[config.mk]
export PLATFORM = sky130hd
export DESIGN_NAME = dpr_ctrl
export DESIGN_NICKNAME = d
export VERILOG_FILES = /design/src/design/dpr_pkg.sv /design/src/design/dpr_link_if.sv /design/src/design/dpr_ctrl.sv /design/src/design/dpr_cmd_asm.sv /design/src/design/dpr_wake_tmr.sv
export VERILOG_INCLUDE_DIRS = /design/src /design/src/design
export SDC_FILE = /design/constraint.sdc
export NUM_CORES = 1
export LEC_CHECK = 0
export BUFFER_PORTS_ARGS = -buffer_cell sky130_fd_sc_hd__buf_2
export CORE_AREA = 3 3 215 217
export DETAILED_ROUTE_END_ITERATION = 10
export DIE_AREA = 0 0 218 220
export PLACE_DENSITY_LB_ADDON = 0.08
export RECOVER_POWER = 50
export SETUP_SLACK_MARGIN = 0.3
export SLEW_MARGIN = 10
export SYNTH_ARGS = -nofsm -noshare
export SYNTH_HDL_FRONTEND = slang
export SYNTH_SLANG_ARGS = --single-unit
[constraint.sdc]
create_clock -name ref_clk -period 5.1 [get_ports ref_clk]
set_input_delay 0.51 -clock ref_clk [delete_from_list [all_inputs] [get_ports ref_clk]]
set_output_delay 0.51 -clock ref_clk [all_outputs]
set_load 0.05 [all_outputs]
[src/design/dpr_cfg.svh]
`ifndef DPR_CFG_SVH
`define DPR_CFG_SVH
// register byte offsets on the wishbone port
`define DPR_OFS_CMD      8'h00
`define DPR_OFS_ABORT    8'h04
`define DPR_OFS_STATUS   8'h08
`define DPR_OFS_IN_BASE  8'h40
`define DPR_OFS_DAC_BASE 8'h60
// status field positions
`define DPR_ST_PD_LSB    0
`define DPR_ST_REF_EXT   8
`define DPR_ST_REF_ON    9
`define DPR_ST_BIAS_ON   10
`define DPR_ST_BUSY      11
`define DPR_ST_CNT_LSB   16
// command codes (upper nibble of the first byte)
`define DPR_CMD_WR_IN    4'h0
`define DPR_CMD_UPD      4'h1
`define DPR_CMD_WR_UPDA  4'h2
`define DPR_CMD_WR_UPD   4'h3
`define DPR_CMD_PD       4'h4
`define DPR_CMD_PD_CHIP  4'h5
`define DPR_CMD_INT_REF  4'h6
`define DPR_CMD_EXT_REF  4'h7
`define DPR_CMD_NOP      4'hf
`define DPR_ADDR_ALL     4'hf
// reset value of input and dac registers
`define DPR_CODE_RST     16'h0000
// timing
`define DPR_CLK_NS       50
`define DPR_WAKE_NS      12000
`define DPR_WAKE_BIAS_NS 14000
`define DPR_WAKE_CYC ((`DPR_WAKE_NS + `DPR_CLK_NS - 1) / `DPR_CLK_NS)
`define DPR_WAKE_BIAS_CYC \
  ((`DPR_WAKE_BIAS_NS + `DPR_CLK_NS - 1) / `DPR_CLK_NS)
`endif

[src/design/dpr_pkg.sv]
package dpr_pkg;
  // one bit per channel
  typedef logic [7:0] dpr_mask_type;
  // one 16-bit channel code
  typedef logic [15:0] dpr_code_type;
  // which command, if any, turned the internal reference off
  typedef enum logic [1:0] {
    REF_ON,
    REF_OFF_CHIP,
    REF_OFF_EXT
  } dpr_ref_src_type;
endpackage

[src/design/dpr_link_if.sv]
`timescale 1ns/100ps
`default_nettype none
interface dpr_link_if;
  logic [7:0]  byte_data;   // command byte from the bus
  logic        byte_valid;  // one-cycle byte strobe
  logic        abort;       // drop a partial word
  logic        word_valid;  // one-cycle complete word strobe
  logic [23:0] word;        // assembled command word
  logic [1:0]  byte_cnt;    // bytes held so far
  logic        wake_start;  // start a wake-up delay
  logic        wake_long;   // bias was off, use the long delay
  logic        wake_busy;   // delay running
  modport asm_mp  (input byte_data, byte_valid, abort,
                   output word_valid, word, byte_cnt);
  modport tmr_mp  (input wake_start, wake_long, output wake_busy);
  modport core_mp (output byte_data, byte_valid, abort, wake_start,
                   wake_long,
                   input word_valid, word, byte_cnt, wake_busy);
endinterface
`default_nettype wire

[src/design/dpr_ctrl.sv]
// Notes on behaviour
// word: command nibble, address nibble, 16-bit data
// execute only after all three bytes
// 0100b powers down addressed channels only
// 0101b powers down all channels and reference
// 0111b selects external reference, reference off
// power-down data word sent but ignored
// power-down never alters input or dac registers
// update or load pin wakes a channel
// some channel up before: 12us wake delay
// all down with reference: 14us delay
// reference off by 0111b: only 0110b restores
// reference off by 0101b: 0110b or wake
// internal reference at reset, 0110b selects it
// powered-down output high-z with pulldown
// keep power-down flags and reference-off cause
//
// Decided for this implementation: the register addresses and the Wishbone register port.
`timescale 1ns/100ps
`default_nettype none
`include "dpr_cfg.svh"
module dpr_ctrl (
  input  wire logic             ref_clk,          // 20 MHz clock
  input  wire logic             nrst,             // async reset, low
  input  wire logic             wb_cyc_i,         // bus cycle
  input  wire logic             wb_stb_i,         // bus strobe
  input  wire logic             wb_we_i,          // write enable
  input  wire logic [7:0]       wb_adr_i,         // byte address
  input  wire logic [3:0]       wb_sel_i,         // byte lanes
  input  wire logic [31:0]      wb_dat_i,         // write data
  output logic      [31:0]      wb_dat_o,         // read data
  output logic                  wb_ack_o,         // acknowledge
  input  wire logic             async_load_pin_n, // load pin, low
  output logic      [127:0]     dac_code_o,       // dac codes, ch0 low
  output dpr_pkg::dpr_mask_type out_hiz,          // output off, pulled
  output logic                  int_ref_on,       // internal ref on
  output logic                  ref_ext_mode,     // external ref mode
  output logic                  bias_on,          // main bias enabled
  output logic                  settle_busy       // wake delay running
);
  import dpr_pkg::*;

  dpr_link_if lnk();  // links to assembler and timer

  // state
  dpr_code_type    in_q  [8];   // input registers
  dpr_code_type    dac_q [8];   // dac registers
  dpr_mask_type    pd_q;        // per-channel power-down flag
  dpr_mask_type    pd_d;        // next power-down flags
  dpr_ref_src_type ref_src_q;   // reference state and its cause
  dpr_ref_src_type ref_src_d;   // next reference state
  logic            ref_ext_q;   // external reference mode
  logic            ref_ext_d;   // next mode
  logic            ref_on_q;    // internal reference running
  logic            bias_q;      // main bias running
  logic            ld_q;        // last load pin level
  logic            ack_q;       // bus answer
  logic [31:0]     rd_q;        // registered read data
  logic [31:0]     rd_d;        // read mux
  // decoded command word
  logic [3:0]      wcmd;        // command nibble
  logic [3:0]      waddr;       // channel address nibble
  logic [15:0]     wdata;       // data word
  dpr_mask_type    ch_mask;     // channels the address selects
  dpr_mask_type    wr_mask;     // channels whose input is written
  dpr_mask_type    upd_mask;    // channels updated
  dpr_mask_type    wake;        // powered-down channels now updated
  logic            ld_fall;     // load pin falling edge
  logic            wr_fire;     // bus write takes effect
  logic [127:0]    in_flat;     // input registers, flat

  // command word fields
  assign wcmd  = lnk.word[23:20];
  assign waddr = lnk.word[19:16];
  assign wdata = lnk.word[15:0];

  // address nibble to channel mask; all-channel code selects eight
  always_comb begin
    ch_mask = '0;
    if (waddr == `DPR_ADDR_ALL) begin
      ch_mask = '1;
    end else if (!waddr[3]) begin
      ch_mask[waddr[2:0]] = 1'b1;
    end
  end

  // load pin is synchronous; falling edge updates every channel
  always_ff @(posedge ref_clk or negedge nrst) begin
    if (!nrst) begin
      ld_q <= 1'b1;
    end else begin
      ld_q <= async_load_pin_n;
    end
  end
  assign ld_fall = ld_q && !async_load_pin_n;

  // command decode and power / reference next state
  always_comb begin
    pd_d      = pd_q;
    ref_src_d = ref_src_q;
    ref_ext_d = ref_ext_q;
    wr_mask   = '0;
    upd_mask  = '0;
    if (ld_fall) begin
      upd_mask = '1;
    end
    if (lnk.word_valid) begin
      unique case (wcmd)
        `DPR_CMD_WR_IN: begin
          wr_mask = ch_mask;
        end
        `DPR_CMD_UPD: begin
          upd_mask = upd_mask | ch_mask;
        end
        `DPR_CMD_WR_UPDA: begin
          wr_mask  = ch_mask;
          upd_mask = '1;
        end
        `DPR_CMD_WR_UPD: begin
          wr_mask  = ch_mask;
          upd_mask = upd_mask | ch_mask;
        end
        `DPR_CMD_PD: begin
          pd_d = pd_q | ch_mask;
        end
        `DPR_CMD_PD_CHIP: begin
          pd_d = '1;
          if (ref_src_q == REF_ON) begin
            ref_src_d = REF_OFF_CHIP;
          end
        end
        `DPR_CMD_INT_REF: begin
          ref_ext_d = 1'b0;
          ref_src_d = REF_ON;
        end
        `DPR_CMD_EXT_REF: begin
          ref_ext_d = 1'b1;
          ref_src_d = REF_OFF_EXT;
        end
        default: begin
          // no-op and reserved codes change nothing
        end
      endcase
    end
    wake = upd_mask & pd_q;
    pd_d = pd_d & ~upd_mask;
    // a channel waking restores a reference the chip command stopped
    if (wake != '0 && ref_src_d == REF_OFF_CHIP) begin
      ref_src_d = REF_ON;
    end
  end

  // power-down flags, reference state, bias
  always_ff @(posedge ref_clk or negedge nrst) begin
    if (!nrst) begin
      pd_q      <= '0;
      ref_src_q <= REF_ON;
      ref_ext_q <= 1'b0;
      ref_on_q  <= 1'b1;
      bias_q    <= 1'b1;
    end else begin
      pd_q      <= pd_d;
      ref_src_q <= ref_src_d;
      ref_ext_q <= ref_ext_d;
      ref_on_q  <= (ref_src_d == REF_ON);
      bias_q    <= !(pd_d == '1 && ref_src_d != REF_ON);
    end
  end

  // wake delay: long when the bias had been shut off
  assign lnk.wake_start = (wake != '0);
  assign lnk.wake_long  = !bias_q;

  // input and dac registers; power state never touches them
  generate
    for (genvar i = 0; i < 8; i++) begin : g_ch
      always_ff @(posedge ref_clk or negedge nrst) begin
        if (!nrst) begin
          in_q[i]  <= `DPR_CODE_RST;
          dac_q[i] <= `DPR_CODE_RST;
        end else begin
          if (wr_mask[i]) begin
            in_q[i] <= wdata;
          end
          if (upd_mask[i]) begin
            dac_q[i] <= wr_mask[i] ? wdata : in_q[i];
          end
        end
      end
      assign dac_code_o[16*i +: 16] = dac_q[i];
      assign in_flat[16*i +: 16]    = in_q[i];
    end
  endgenerate

  // wishbone: ack one cycle after request, write at the ack edge
  assign wr_fire = wb_cyc_i && wb_stb_i && wb_we_i && ack_q;
  assign lnk.byte_valid = wr_fire && wb_sel_i[0] &&
                          (wb_adr_i == `DPR_OFS_CMD);
  assign lnk.byte_data  = wb_dat_i[7:0];
  assign lnk.abort      = wr_fire && (wb_adr_i == `DPR_OFS_ABORT);

  // read mux; unmapped addresses read zero
  always_comb begin
    rd_d = 32'h0000_0000;
    if (wb_adr_i == `DPR_OFS_STATUS) begin
      rd_d[`DPR_ST_PD_LSB +: 8]  = pd_q;
      rd_d[`DPR_ST_REF_EXT]      = ref_ext_q;
      rd_d[`DPR_ST_REF_ON]       = ref_on_q;
      rd_d[`DPR_ST_BIAS_ON]      = bias_q;
      rd_d[`DPR_ST_BUSY]         = lnk.wake_busy;
      rd_d[`DPR_ST_CNT_LSB +: 2] = lnk.byte_cnt;
    end else if (wb_adr_i[7:5] == 3'(`DPR_OFS_IN_BASE >> 5)) begin
      rd_d[15:0] = in_q[wb_adr_i[4:2]];
    end else if (wb_adr_i[7:5] == 3'(`DPR_OFS_DAC_BASE >> 5)) begin
      rd_d[15:0] = dac_q[wb_adr_i[4:2]];
    end
  end

  // bus answer and read data registers
  always_ff @(posedge ref_clk or negedge nrst) begin
    if (!nrst) begin
      ack_q <= 1'b0;
      rd_q  <= 32'h0000_0000;
    end else begin
      ack_q <= wb_cyc_i && wb_stb_i && !ack_q;
      if (wb_cyc_i && wb_stb_i && !ack_q) begin
        rd_q <= rd_d;
      end
    end
  end

  // outputs, all from flops
  assign wb_ack_o     = ack_q;
  assign wb_dat_o     = rd_q;
  assign out_hiz      = pd_q;
  assign int_ref_on   = ref_on_q;
  assign ref_ext_mode = ref_ext_q;
  assign bias_on      = bias_q;
  assign settle_busy  = lnk.wake_busy;

  dpr_cmd_asm u_asm (
    .ref_clk (ref_clk),
    .nrst    (nrst),
    .lnk     (lnk)
  );

  dpr_wake_tmr u_tmr (
    .ref_clk (ref_clk),
    .nrst    (nrst),
    .lnk     (lnk)
  );
endmodule
`default_nettype wire

[src/design/dpr_cmd_asm.sv]
`timescale 1ns/100ps
`default_nettype none
module dpr_cmd_asm (
  input  wire logic ref_clk,        // system clock
  input  wire logic nrst,           // async reset, active low
  dpr_link_if.asm_mp lnk            // byte in, word out
);
  import dpr_pkg::*;
  logic [15:0] hold_q;  // first two bytes
  logic [1:0]  cnt_q;   // bytes held

  // gather three bytes, fire the word on the third
  always_ff @(posedge ref_clk or negedge nrst) begin
    if (!nrst) begin
      hold_q         <= 16'h0000;
      cnt_q          <= 2'h0;
      lnk.word_valid <= 1'b0;
      lnk.word       <= 24'h00_0000;
    end else begin
      lnk.word_valid <= 1'b0;
      if (lnk.abort) begin
        cnt_q <= 2'h0;  // partial word dropped
      end else if (lnk.byte_valid) begin
        if (cnt_q == 2'h2) begin
          lnk.word_valid <= 1'b1;
          lnk.word       <= {hold_q, lnk.byte_data};
          cnt_q          <= 2'h0;
        end else begin
          hold_q <= {hold_q[7:0], lnk.byte_data};
          cnt_q  <= cnt_q + 2'h1;
        end
      end
    end
  end
  assign lnk.byte_cnt = cnt_q;
endmodule
`default_nettype wire

[src/design/dpr_wake_tmr.sv]
`timescale 1ns/100ps
`default_nettype none
`include "dpr_cfg.svh"
module dpr_wake_tmr #(
  parameter int SHORT_CYC = `DPR_WAKE_CYC,      // channel wake cycles
  parameter int LONG_CYC  = `DPR_WAKE_BIAS_CYC  // bias wake cycles
) (
  input  wire logic ref_clk,        // system clock
  input  wire logic nrst,           // async reset, active low
  dpr_link_if.tmr_mp lnk            // start in, busy out
);
  import dpr_pkg::*;
  localparam int CW = $clog2(LONG_CYC + 1);  // counter width
  generate
    if (SHORT_CYC < 1 || LONG_CYC < SHORT_CYC) begin : g_bad
      $error("wake counts out of range");
    end
  endgenerate
  logic [CW-1:0] cnt_q;  // cycles left
  logic          busy_q; // delay running

  // load on start, count down to zero
  always_ff @(posedge ref_clk or negedge nrst) begin
    if (!nrst) begin
      cnt_q  <= '0;
      busy_q <= 1'b0;
    end else if (lnk.wake_start) begin
      cnt_q  <= lnk.wake_long ? CW'(LONG_CYC) : CW'(SHORT_CYC);
      busy_q <= 1'b1;
    end else begin
      if (cnt_q != '0) cnt_q <= cnt_q - CW'(1);
      busy_q <= (cnt_q > CW'(1));
    end
  end
  assign lnk.wake_busy = busy_q;
endmodule
`default_nettype wire

==> After elaboration in Yosys (flattened, before gate mapping) <==
Cells that the tools add are included.
{ "word_totals": {"register_bits": 342, "inputBits": 50, "out_inout_bits": 173, "word_cells": 133} }
{ "op_classes": {"n_mux": 45, "n_eq_ne": 15, "add_sub_neg": 2, "reduce_logical": 29, "magnitude_cmp": 4, "n_bitwise": 8} }
{ "op_table": {"columns": ["cell", "count"], "rows": [
  ["2-to-1 mux 16 bit", 14],
  ["binary-select mux 16 bit (select 3 bit)", 2],
  ["2-to-1 mux 8 bit", 7],
  ["case mux 8 bit (2 select lines)", 2],
  ["2-to-1 mux 9 bit", 3],
  ["bitwise AND 8 bit", 2],
  ["== test 4 x 3 -> 1 bit (second input constant)", 4],
  ["OR 8 bit", 2],
  ["2-to-1 mux 2 bit", 7],
  ["2-to-1 mux 12 bit", 1],
  ["logical AND 1 bit", 11],
  ["> comparator 9 x 1 -> 1 bit (second input constant)", 1],
  ["nonzero test 9 bit", 1],
  ["subtractor 9 x 1 -> 9 bit (second input constant)", 1],
  ["== test 4 x 2 -> 1 bit (second input constant)", 2],
  ["== test 8 x 3 -> 1 bit (second input constant)", 1],
  ["== test 8 x 4 -> 1 bit (second input constant)", 1],
  ["== test 8 bit (second input constant)", 1],
  ["zero test 8 bit", 1],
  ["inverter 8 bit", 1],
  ["nonzero test 2 bit", 4],
  ["nonzero test 8 bit", 1],
  ["== test 3 x 2 -> 1 bit (second input constant)", 2],
  ["case mux 2 bit (3 select lines)", 1],
  ["other kinds (21)", 30]
]} }

==> Depth between registers and ports, before layout <==
Gate-level depths: netlist of run 1.
{ "logic_depth": {"word_depth": 16, "mapped_depth": 9} }

==> Cells and area by module <==
From an unflattened synthesis of run 1, not the netlist that was laid out.
{ "hier_totals": {"cells_unflattened": 1063, "hier_area_um2": 15637.5} }
{ "by_module_without_submodules": {"columns": ["module", "cells_each", "seq_area_each_um2", "n_inst", "area_each_um2"], "rows": [
  ["dpr_ctrl", 909, 7235.7, 1, 13399.1],
  ["dpr_cmd_asm", 96, 1076.0, 1, 1639.1],
  ["dpr_wake_tmr", 58, 250.2, 1, 599.3]
]} }

==> Worst setup path before layout of run 1 <==
Ideal clock, no wire load.
{ "synth_path": {"path_type": "flip-flop to flip-flop", "from": "reg pd_q[1], in the netlist out_hiz[1]", "to": "reg bias_q, in the netlist bias_on", "slack_ns": 2.663, "required_time_ns": 5.006, "n_path_buf": 0, "arrival_time_ns": 2.343, "path_stages_with_launch": 7, "path_cell_list": "dfrtp_1 nor4_2 nand3_1 a21oi_1 o2111ai_4 a311o_1 or4_1"} }
{ "synth_via": {"elab_chain_cells": 7} }
{ "synth_rtl": {"columns": ["item", "line_no", "rtl"], "rows": [
  ["start: declaration", "dpr_ctrl.sv:48", "dpr_mask_type pd_q;"],
  ["start signal: assignment", "dpr_ctrl.sv:162", "pd_q <= pd_d;"],
  ["OR 8 bit or bitwise AND 8 bit (tied branches)", "dpr_ctrl.sv:124, dpr_ctrl.sv:145", null],
  ["case mux 8 bit (2 select lines) or nonzero test 8 bit (tied branches)", "dpr_ctrl.sv:108, dpr_ctrl.sv:148", null],
  ["2-to-1 mux 8 bit or logical AND 1 bit (tied branches)", "dpr_ctrl.sv:107, dpr_ctrl.sv:148", null],
  ["bitwise AND 8 bit or 2-to-1 mux 2 bit (tied branches)", "dpr_ctrl.sv:146, dpr_ctrl.sv:148", null],
  ["== test 8 bit or nonzero test 2 bit (tied branches)", "dpr_ctrl.sv:166", "bias_q <= !(pd_d == '1 && ref_src_d != REF_ON);"],
  ["logical AND 1 bit *", "dpr_ctrl.sv:166", null],
  ["zero test 1 bit *", "dpr_ctrl.sv:166", null],
  ["end signal: assignment", "dpr_ctrl.sv:166", null],
  ["end: declaration", "dpr_ctrl.sv:55", "logic bias_q;"]
]} }
Mark *: on every way between the ends. The rest lies on a longest branch, timed or not.
A chain may end at the register's enable or synchronous reset.

==> Worst setup path after layout of run 1 <==
{ "layout_path": {"from": "reg u_asm.lnk.word[22]", "to": "reg dac_q (netlist bit dac_code_o[31])"} }
{ "layout_via": {"elab_chain_cells": 5} }
{ "layout_rtl": {"columns": ["item", "line_no", "rtl"], "rows": [
  ["start: declaration", "dpr_link_if.sv:14", "output word_valid, word, byte_cnt);"],
  ["start signal: assignment", "dpr_cmd_asm.sv:26", "lnk.word <= {hold_q, lnk.byte_data};"],
  ["== test 4 x 2 -> 1 bit or zero test 4 bit (tied branches)", "dpr_ctrl.sv:108", "unique case (wcmd)"],
  ["OR reduction 3 bit (no source line)", null, null],
  ["2-to-1 mux 8 bit", "dpr_ctrl.sv:108", null],
  ["2-to-1 mux 8 bit", "dpr_ctrl.sv:107", "if (lnk.word_valid) begin"],
  ["2-to-1 mux 16 bit", null, null],
  ["end signal: indexed assignment", "dpr_ctrl.sv:180", "dac_q[i] <= `DPR_CODE_RST;"],
  ["end signal: indexed assignment", "dpr_ctrl.sv:186", "dac_q[i] <= wr_mask[i] ? wdata : in_q[i];"],
  ["end: declaration", "dpr_ctrl.sv:47", "dpr_code_type dac_q [8];"]
]} }
Several ways; a longest one is shown, not always the timed one.

==> metrics.txt, run 1 <==
final wirelength 47.91 mm; P_sw 1.445 mW; Synth Register Bits 342; depth of the worst hold-timing path 1; RR Startpoint u_asm.lnk.word[22]; Synth warnings 0; fin. max-slew vios 137; largest net degree at the start of global routing 139; Skew-Pair Late Insertion Delay 0.56 ns; power per cell area 328.7 mW/mm2; Seq pwr share 0.459; DR vias 9,656; Avg WL per Cell 26.02 um; clock share of power 0.483; Setup violations, final 0; max cap viols 2; post-cts sizing count 0; GR Overflow Total 0; Layout Skew 0.01519 ns; vias in the first global route 10.19k; starting DRC count in detailed routing 535; total negative slack 0 ns; worst-margin pin slew 2.771 ns; min-delay src async_load_pin_n; most frequent cells in the layout 339 x dfrtp_1, 296 x mux2_2, 106 x buf_2; Worst R2R Setup Slack 2.15 ns; endpoint type of the worst setup path register; cts-stage hold buffer count 0; Sw Ratio 0.2412; H-tree depth 2; DRC Markers 0; post-route ant nets 0; post-synthesis cell type count 63; Reg clk slew, reported paths 0.06 ns; Final nets 1,270; Num Clock Sinks 342; post-DR vias/cell 5.245; antenna violations before repair 0; Pint 4.545 mW; violated checks capacitance limit, slew limit; Max VDD drop 0.0002405 V; commonest non-fill, non-tap cell in the layout dfrtp_1; WP data required 5.53 ns; CTS tree built; Initial Utilization 0.3488; root buffer cell clkbuf_16; Ant. Diodes 0; final hold vios 0; IO Pins 223; drt pass-1 iters 5; RSZ-0062 raised after global routing no; Post-Syn Area 0.01546 mm2; Max FO, Critical Path 16; Leakage 8.805 nW; global-route wire length before repair 70.63 mm; Post-DP HPWL 31.64 mm; Avg Cell Area, Syn 14.88 um2; PortBufs 181; worst hold-check path type input pin to register; area delta synth->final 17.93%; final worst-path cycle share 0.5783; Total GRT Usage 0.2014; routability cong. 0.8228; worst r2r path cells 5; worst hold slack 0.06952 ns; FP Rows 77; CTS Buf Count 40; Critical R2R Capture dac_code_o[31]; top_reg_cell synth dfrtp_1; number of flops mapped to enable cells by yosys 0; WS Path Type register to register; Max Fclk 339.0 MHz; async set or reset register ratio after synthesis 1.000; Max-slew headroom -0.8471; Data arrival, critical path 3.38 ns; nature of the critical path startpoint register; Longest Clk Path Bufs 3; Cells after Synth 1,039; Total Power 5.990 mW; Core Box Area 0.04432 mm2; die height 220 um; fraction of final layout cells sized beyond drive strength 1 0.4612; Min-Delay Endpoint ld_q; Die Area 0.04796 mm2; sequential fraction of the synthesis area 0.5540; Die W 218 um; outcome complete, but fails checks; Post-CTS Setup Bufs 0; fin crit period 2.950 ns; part of the power in combinational logic 0.057
layout make-up:
class | instances | area, um2
Fill cell | 4209 | 26090
Sequential cell | 342 | 8562
Multi-Input combinational cell | 624 | 6566
Clock buffer | 59 | 1194
Timing Repair Buffer | 199 | 989.7
Tap cell | 592 | 740.7
Clock inverter | 14 | 133.9
Inverter | 11 | 41.29
how the worst max path moves through the flow:
stage | start | endpoint | slack, ns | cells after the start
6_report | u_asm.lnk.word[22] | dac_code_o[31] | 2.15 | 5
5_1_grt | u_asm.lnk.word[22] | dac_code_o[31] | 2.05 | 5
4_1_cts | u_asm.lnk.word[22] | dac_code_o[31] | 2.15 | 5
3_5_place_dp | wb_adr_i[5] | u_asm.hold_q[12] | 1.93 | 7
3_3_place_gp | wb_adr_i[5] | u_asm.hold_q[10] | 2.01 | 7
2_1_floorplan | out_hiz[1] | bias_on | 2.66 | 6
cell families after synthesis:
| kind of cell | synth area share |
|---|---|
| compound gates | 0.04525 |
| xor+xnor | 0.002833 |
| fa+ha+maj | 0.001619 |
| buf+inv | 0.02769 |
| flops | 0.5540 |
| mux | 0.3324 |
| other cells | 0.0002426 |
| simple gates | 0.03602 |
power groups by stage:
stage	clock network (mW)	registers, mW	logic (mW)
2_1_floorplan	0	2.86	0.144
3_3_place_gp	0	2.80	0.357
3_5_place_dp	0	2.80	0.357
4_1_cts	2.99	2.75	0.357
5_1_grt	3.10	2.75	0.370
6_report	2.89	2.75	0.344
through the flow:
step           cells  instance area [um2]    util  setup WS [ns]
2_1_floorplan   1052                15500       -          2.663
3_3_place_gp    1768                17000  0.3837          2.009
3_5_place_dp    1768                17000  0.3837          1.933
4_1_cts         1841                18330  0.4136          2.151
5_1_grt         1841                18230  0.4113          2.046
6_report        1841                18230  0.4113          2.150
routing by layer:
metal / share of wire / global-route usage / up-vias
met5: 0 / 0 / -
met4: 0.022 / 0.05132 / 0
met3: 0.045 / 0.03668 / 63
met2: 0.48 / 0.3328 / 242
met1: 0.45 / 0.2756 / 5103
li1: - / - / 4248
worst max-delay path, stage by stage (launching register included):
cell and delay (ns):
dfrtp_1 0.46, or3b_4 0.46, a21oi_2 0.32, nand3_2 0.75
mux2_2 0.56, mux2_2 0.27
flip-flops by register name (all words and copies together) (netlist names):
| register | count |
|---|---|
| wb_ack_o | 1 |
| u_tmr.cnt_q | 9 |
| in_flat | 128 |
| out_hiz | 8 |
| ld_q | 1 |
| bias_on | 1 |
| u_tmr.lnk.wake_busy | 1 |
| u_asm.hold_q | 16 |
| dac_code_o | 128 |
| int_ref_on | 1 |
| u_asm.lnk.word_valid | 1 |
| wb_dat_o | 18 |
| ref_src_q | 2 |
| u_asm.lnk.word | 24 |
| u_asm.lnk.byte_cnt | 2 |
| ref_ext_mode | 1 |
cells in the mapped netlist (3+ instances only):
| library cell | number | share of area |
|---|---|---|
| o21ai_1 | 4 | 0.0013 |
| xnor2_1 | 5 | 0.0028 |
| mux4_2 | 64 | 0.093 |
| nand2_1 | 30 | 0.0073 |
| nand3_1 | 10 | 0.0032 |
| nor2_1 | 19 | 0.0046 |
| nand2b_1 | 4 | 0.0016 |
| nor4_1 | 6 | 0.0024 |
| buf_4 | 17 | 0.0083 |
| mux2_2 | 296 | 0.22 |
| a21oi_1 | 11 | 0.0036 |
| buf_2 | 27 | 0.0087 |
| and2_1 | 3 | 0.0012 |
| inv_1 | 11 | 0.0027 |
| clkbuf_1 | 23 | 0.0056 |
| mux2i_1 | 34 | 0.022 |
| nor3_1 | 10 | 0.0032 |
| o21a_1 | 4 | 0.0019 |
| buf_1 | 7 | 0.0017 |
| a21o_1 | 6 | 0.0029 |
| dfrtp_1 | 339 | 0.55 |
| and3_1 | 3 | 0.0012 |
| dfstp_2 | 3 | 0.0051 |
| o21ai_0 | 38 | 0.012 |
| o221ai_1 | 4 | 0.0023 |
| o22a_1 | 12 | 0.0068 |
Power figures use the tool's default switching activity.
==> run 2: changes to the inputs <==
--- a/config.mk
+++ b/config.mk
@@ -6,10 +6,11 @@
 export SDC_FILE = /design/constraint.sdc
 export NUM_CORES = 1
 export LEC_CHECK = 0
+export ABC_AREA = 1
 export BUFFER_PORTS_ARGS = -buffer_cell sky130_fd_sc_hd__buf_2
-export CORE_AREA = 3 3 215 217
+export CORE_AREA = 3 3 217 219
 export DETAILED_ROUTE_END_ITERATION = 10
-export DIE_AREA = 0 0 218 220
+export DIE_AREA = 0 0 220 222
 export PLACE_DENSITY_LB_ADDON = 0.08
 export RECOVER_POWER = 50
 export SETUP_SLACK_MARGIN = 0.3
==> constraint.sdc (replaced) <==
create_clock -name ref_clk -period 2.5 [get_ports ref_clk]
set_input_delay 0.25 -clock ref_clk [delete_from_list [all_inputs] [get_ports ref_clk]]
set_output_delay 0.25 -clock ref_clk [all_outputs]
set_load 0.05 [all_outputs]
==> metrics.txt, run 2 <==
RR Startpoint wb_ack_o; drt pass-1 iters 6; Post-DP HPWL 44.43 mm; nature of the critical path startpoint register; synth top area cells dfrtp_1 54%, nand2_1 11%, o21ai_0 8.8%; Post-Syn Area 0.01584 mm2; starting DRC count in detailed routing 1,088; worst hold-check path type input pin to register; largest family of logic cells by synthesized area simple AND/OR/NAND/NOR gates; fraction of final layout cells sized beyond drive strength 1 0.1532; root buffer cell clkbuf_16; area delta synth->final 20.29%; Die W 220 um; Max VDD drop 0.0003769 V; Leakage 9.091 nW; Worst R2R Setup Slack 0.43 ns; H-tree depth 2; Worst path slowest cell clkbuf_1; CP max stage delay 0.98 ns; global-route wire length before repair 91.35 mm; number of flops mapped to enable cells by yosys 0; DRC Markers 0; CP Cell Sequence nor2_1 -> clkbuf_1 -> a31oi_1 -> nand2_1 -> inv_1; die height 222 um; top_reg_cell synth dfrtp_1; Synth Area in Compound Gates 0.1783; post-DR vias/cell 5.175; Finished Layout Cells 2,710; top cell type's share of synthesized area 0.5355; antenna violations before repair 3; PortBufs 181; buffer and inverter count on the worst path 2; Data arrival, critical path 2.51 ns; Num Clock Sinks 342; Reg clk slew, reported paths 0.06 ns; Initial Utilization 0.3499; final wirelength 61.71 mm; worst-margin pin slew 1.416 ns; Post-synth top cells 473 x nand2_1, 339 x dfrtp_1, 279 x o21ai_0; vias in the first global route 13.94k; Max FO, Critical Path 29; max cap viols 0; post-synthesis mux area share 0.006555; RSZ-0062 raised after global routing yes; post-synthesis cell type count 45; Critical R2R Capture wb_dat_o[5]; fin crit period 2.068 ns; final hold vios 0; Skew-Pair Late Insertion Delay 0.57 ns; largest net degree at the start of global routing 72; endpoint type of the worst setup path register; most frequent cells in the layout 473 x nand2_1, 339 x dfrtp_1, 278 x o21ai_0; depth of the worst hold-timing path 5; Avg Cell Area, Syn 8.454 um2; Layout Skew 0.02824 ns; outcome finished clean; Min-Delay Endpoint u_asm.lnk.byte_cnt[1]; Die Area 0.04884 mm2; post-route ant nets 0; Core Box Area 0.04528 mm2; Avg WL per Cell 22.77 um; DR vias 14.03k; most common cell in the netlist nand2_1; CTS tree built; Max Fclk 483.7 MHz; GR Overflow Total 0; sequential fraction of the synthesis area 0.5404; Post-Place Worst Slack 0.1839 ns; Longest Clk Path Bufs 3; async set or reset register ratio after synthesis 1.000; commonest non-fill, non-tap cell in the layout nand2_1; power per cell area 704.9 mW/mm2; Setup WS post-layout 0.4325 ns; IO Pins 223; FP Rows 78; post-placement cell count 2,628; worst r2r path cells 5; total negative slack 0 ns; adder-cell share of the synthesized area 0.001580; CTS Buf Count 41; Cells after Synth 1,874; fin. max-slew vios 0; Synth warnings 0; WS Path Type register to register; Final nets 2,133; area leader, netlist dfrtp_1; Total Power 13.43 mW; routability cong. 0.9161; final worst-path cycle share 0.8270; min-delay src wb_sel_i[0]; Max-slew headroom 0.05631; post-synthesis simple-gate area fraction 0.1835; Setup violations, final 0; CP delay by family, top buffers and inverters; WP data required 2.94 ns; xor and xnor fraction of the mapped netlist area 0.002211; Total GRT Usage 0.2529; Synth Register Bits 342
run 2: cell count changes after synthesis, moves of 27 or more:
cell / change
a21oi_1: +53
clkbuf_1: +47
inv_1: +186
mux2_2: -293
mux2i_1: -27
mux4_2: -64
nand2_1: +443
nand3_1: +77
nor2_1: +85
o21ai_0: +241
o221ai_1: +39
run 2: cell families after synthesis:
family | count (synthesis)
xor gates and xnor gates | 4
other | 1
and+or+nand+nor | 701
DFF | 342
adders and majority gates | 2
AOI/OAI and AO/OA | 486
muxes | 10
buffers and inverters | 328
run 2: worst reg2reg max path: cells and delay by family (launching register included):
| kind | cells | cell delay [ns] |
|---|---|---|
| buf+inv | 2 | 1.02 |
| flops | 1 | 0.39 |
| compound gates | 1 | 0.27 |
| simple gates | 2 | 0.28 |
run 2: what timing repair did:
item / CTS / global route
endpoints found under the setup margin: 0 / 6
buffers inserted: 0 / 0
gates resized for setup: 0 / 3
hold buffers: 10 / 0
hold endpoints to repair: 64 / 0
run 2: layout make-up:
cell class                      instances  area (um2)
Antenna cell                            2       5.005
Clock buffer                           59        1196
Fill cell                            4816       26230
Timing Repair Buffer                  273        1664
Multi-Input combinational cell       1217        5967
Tap cell                              600       750.7
Clock inverter                         11       133.9
Sequential cell                       342        8562
Inverter                              206       778.2
run 2: worst max-delay path by stage:
stage                     startpoint                  to  slack [ns]  depth (start not counted)
2_1_floorplan               wb_ack_o         wb_dat_o[3]        0.69                          7
3_3_place_gp             wb_adr_i[3]         wb_dat_o[9]        0.20                         10
3_5_place_dp             wb_adr_i[3]         wb_dat_o[9]        0.18                         10
4_1_cts           u_asm.lnk.word[22]      u_tmr.cnt_q[1]        0.45                         11
5_1_grt        u_asm.lnk.byte_cnt[1]  u_asm.lnk.word[14]        0.16                          5
6_report                    wb_ack_o         wb_dat_o[5]        0.43                          5
run 2: where the power goes:
group	internal, mW	switching [mW]
combinational	0.414	1.16
clock	3.62	2.39
sequential	5.71	0.144
run 2: metal layers:
metal  wire length, um  GRT usage
met1             26520     0.3400
met2             29010     0.4073
met3              3560    0.04166
met4              2618     0.1012
met5                 0          0
run 2: per-stage QoR:
step / hold WS, ns / utilization / cell area, um2
6_report: 0.1660 / 0.4208 / 19060
3_3_place_gp: 0.1973 / 0.3915 / 17730
4_1_cts: 0.1303 / 0.4230 / 19160
3_5_place_dp: 0.2034 / 0.3915 / 17730
5_1_grt: 0.1777 / 0.4207 / 19050
2_1_floorplan: -0.04559 / - / 15890
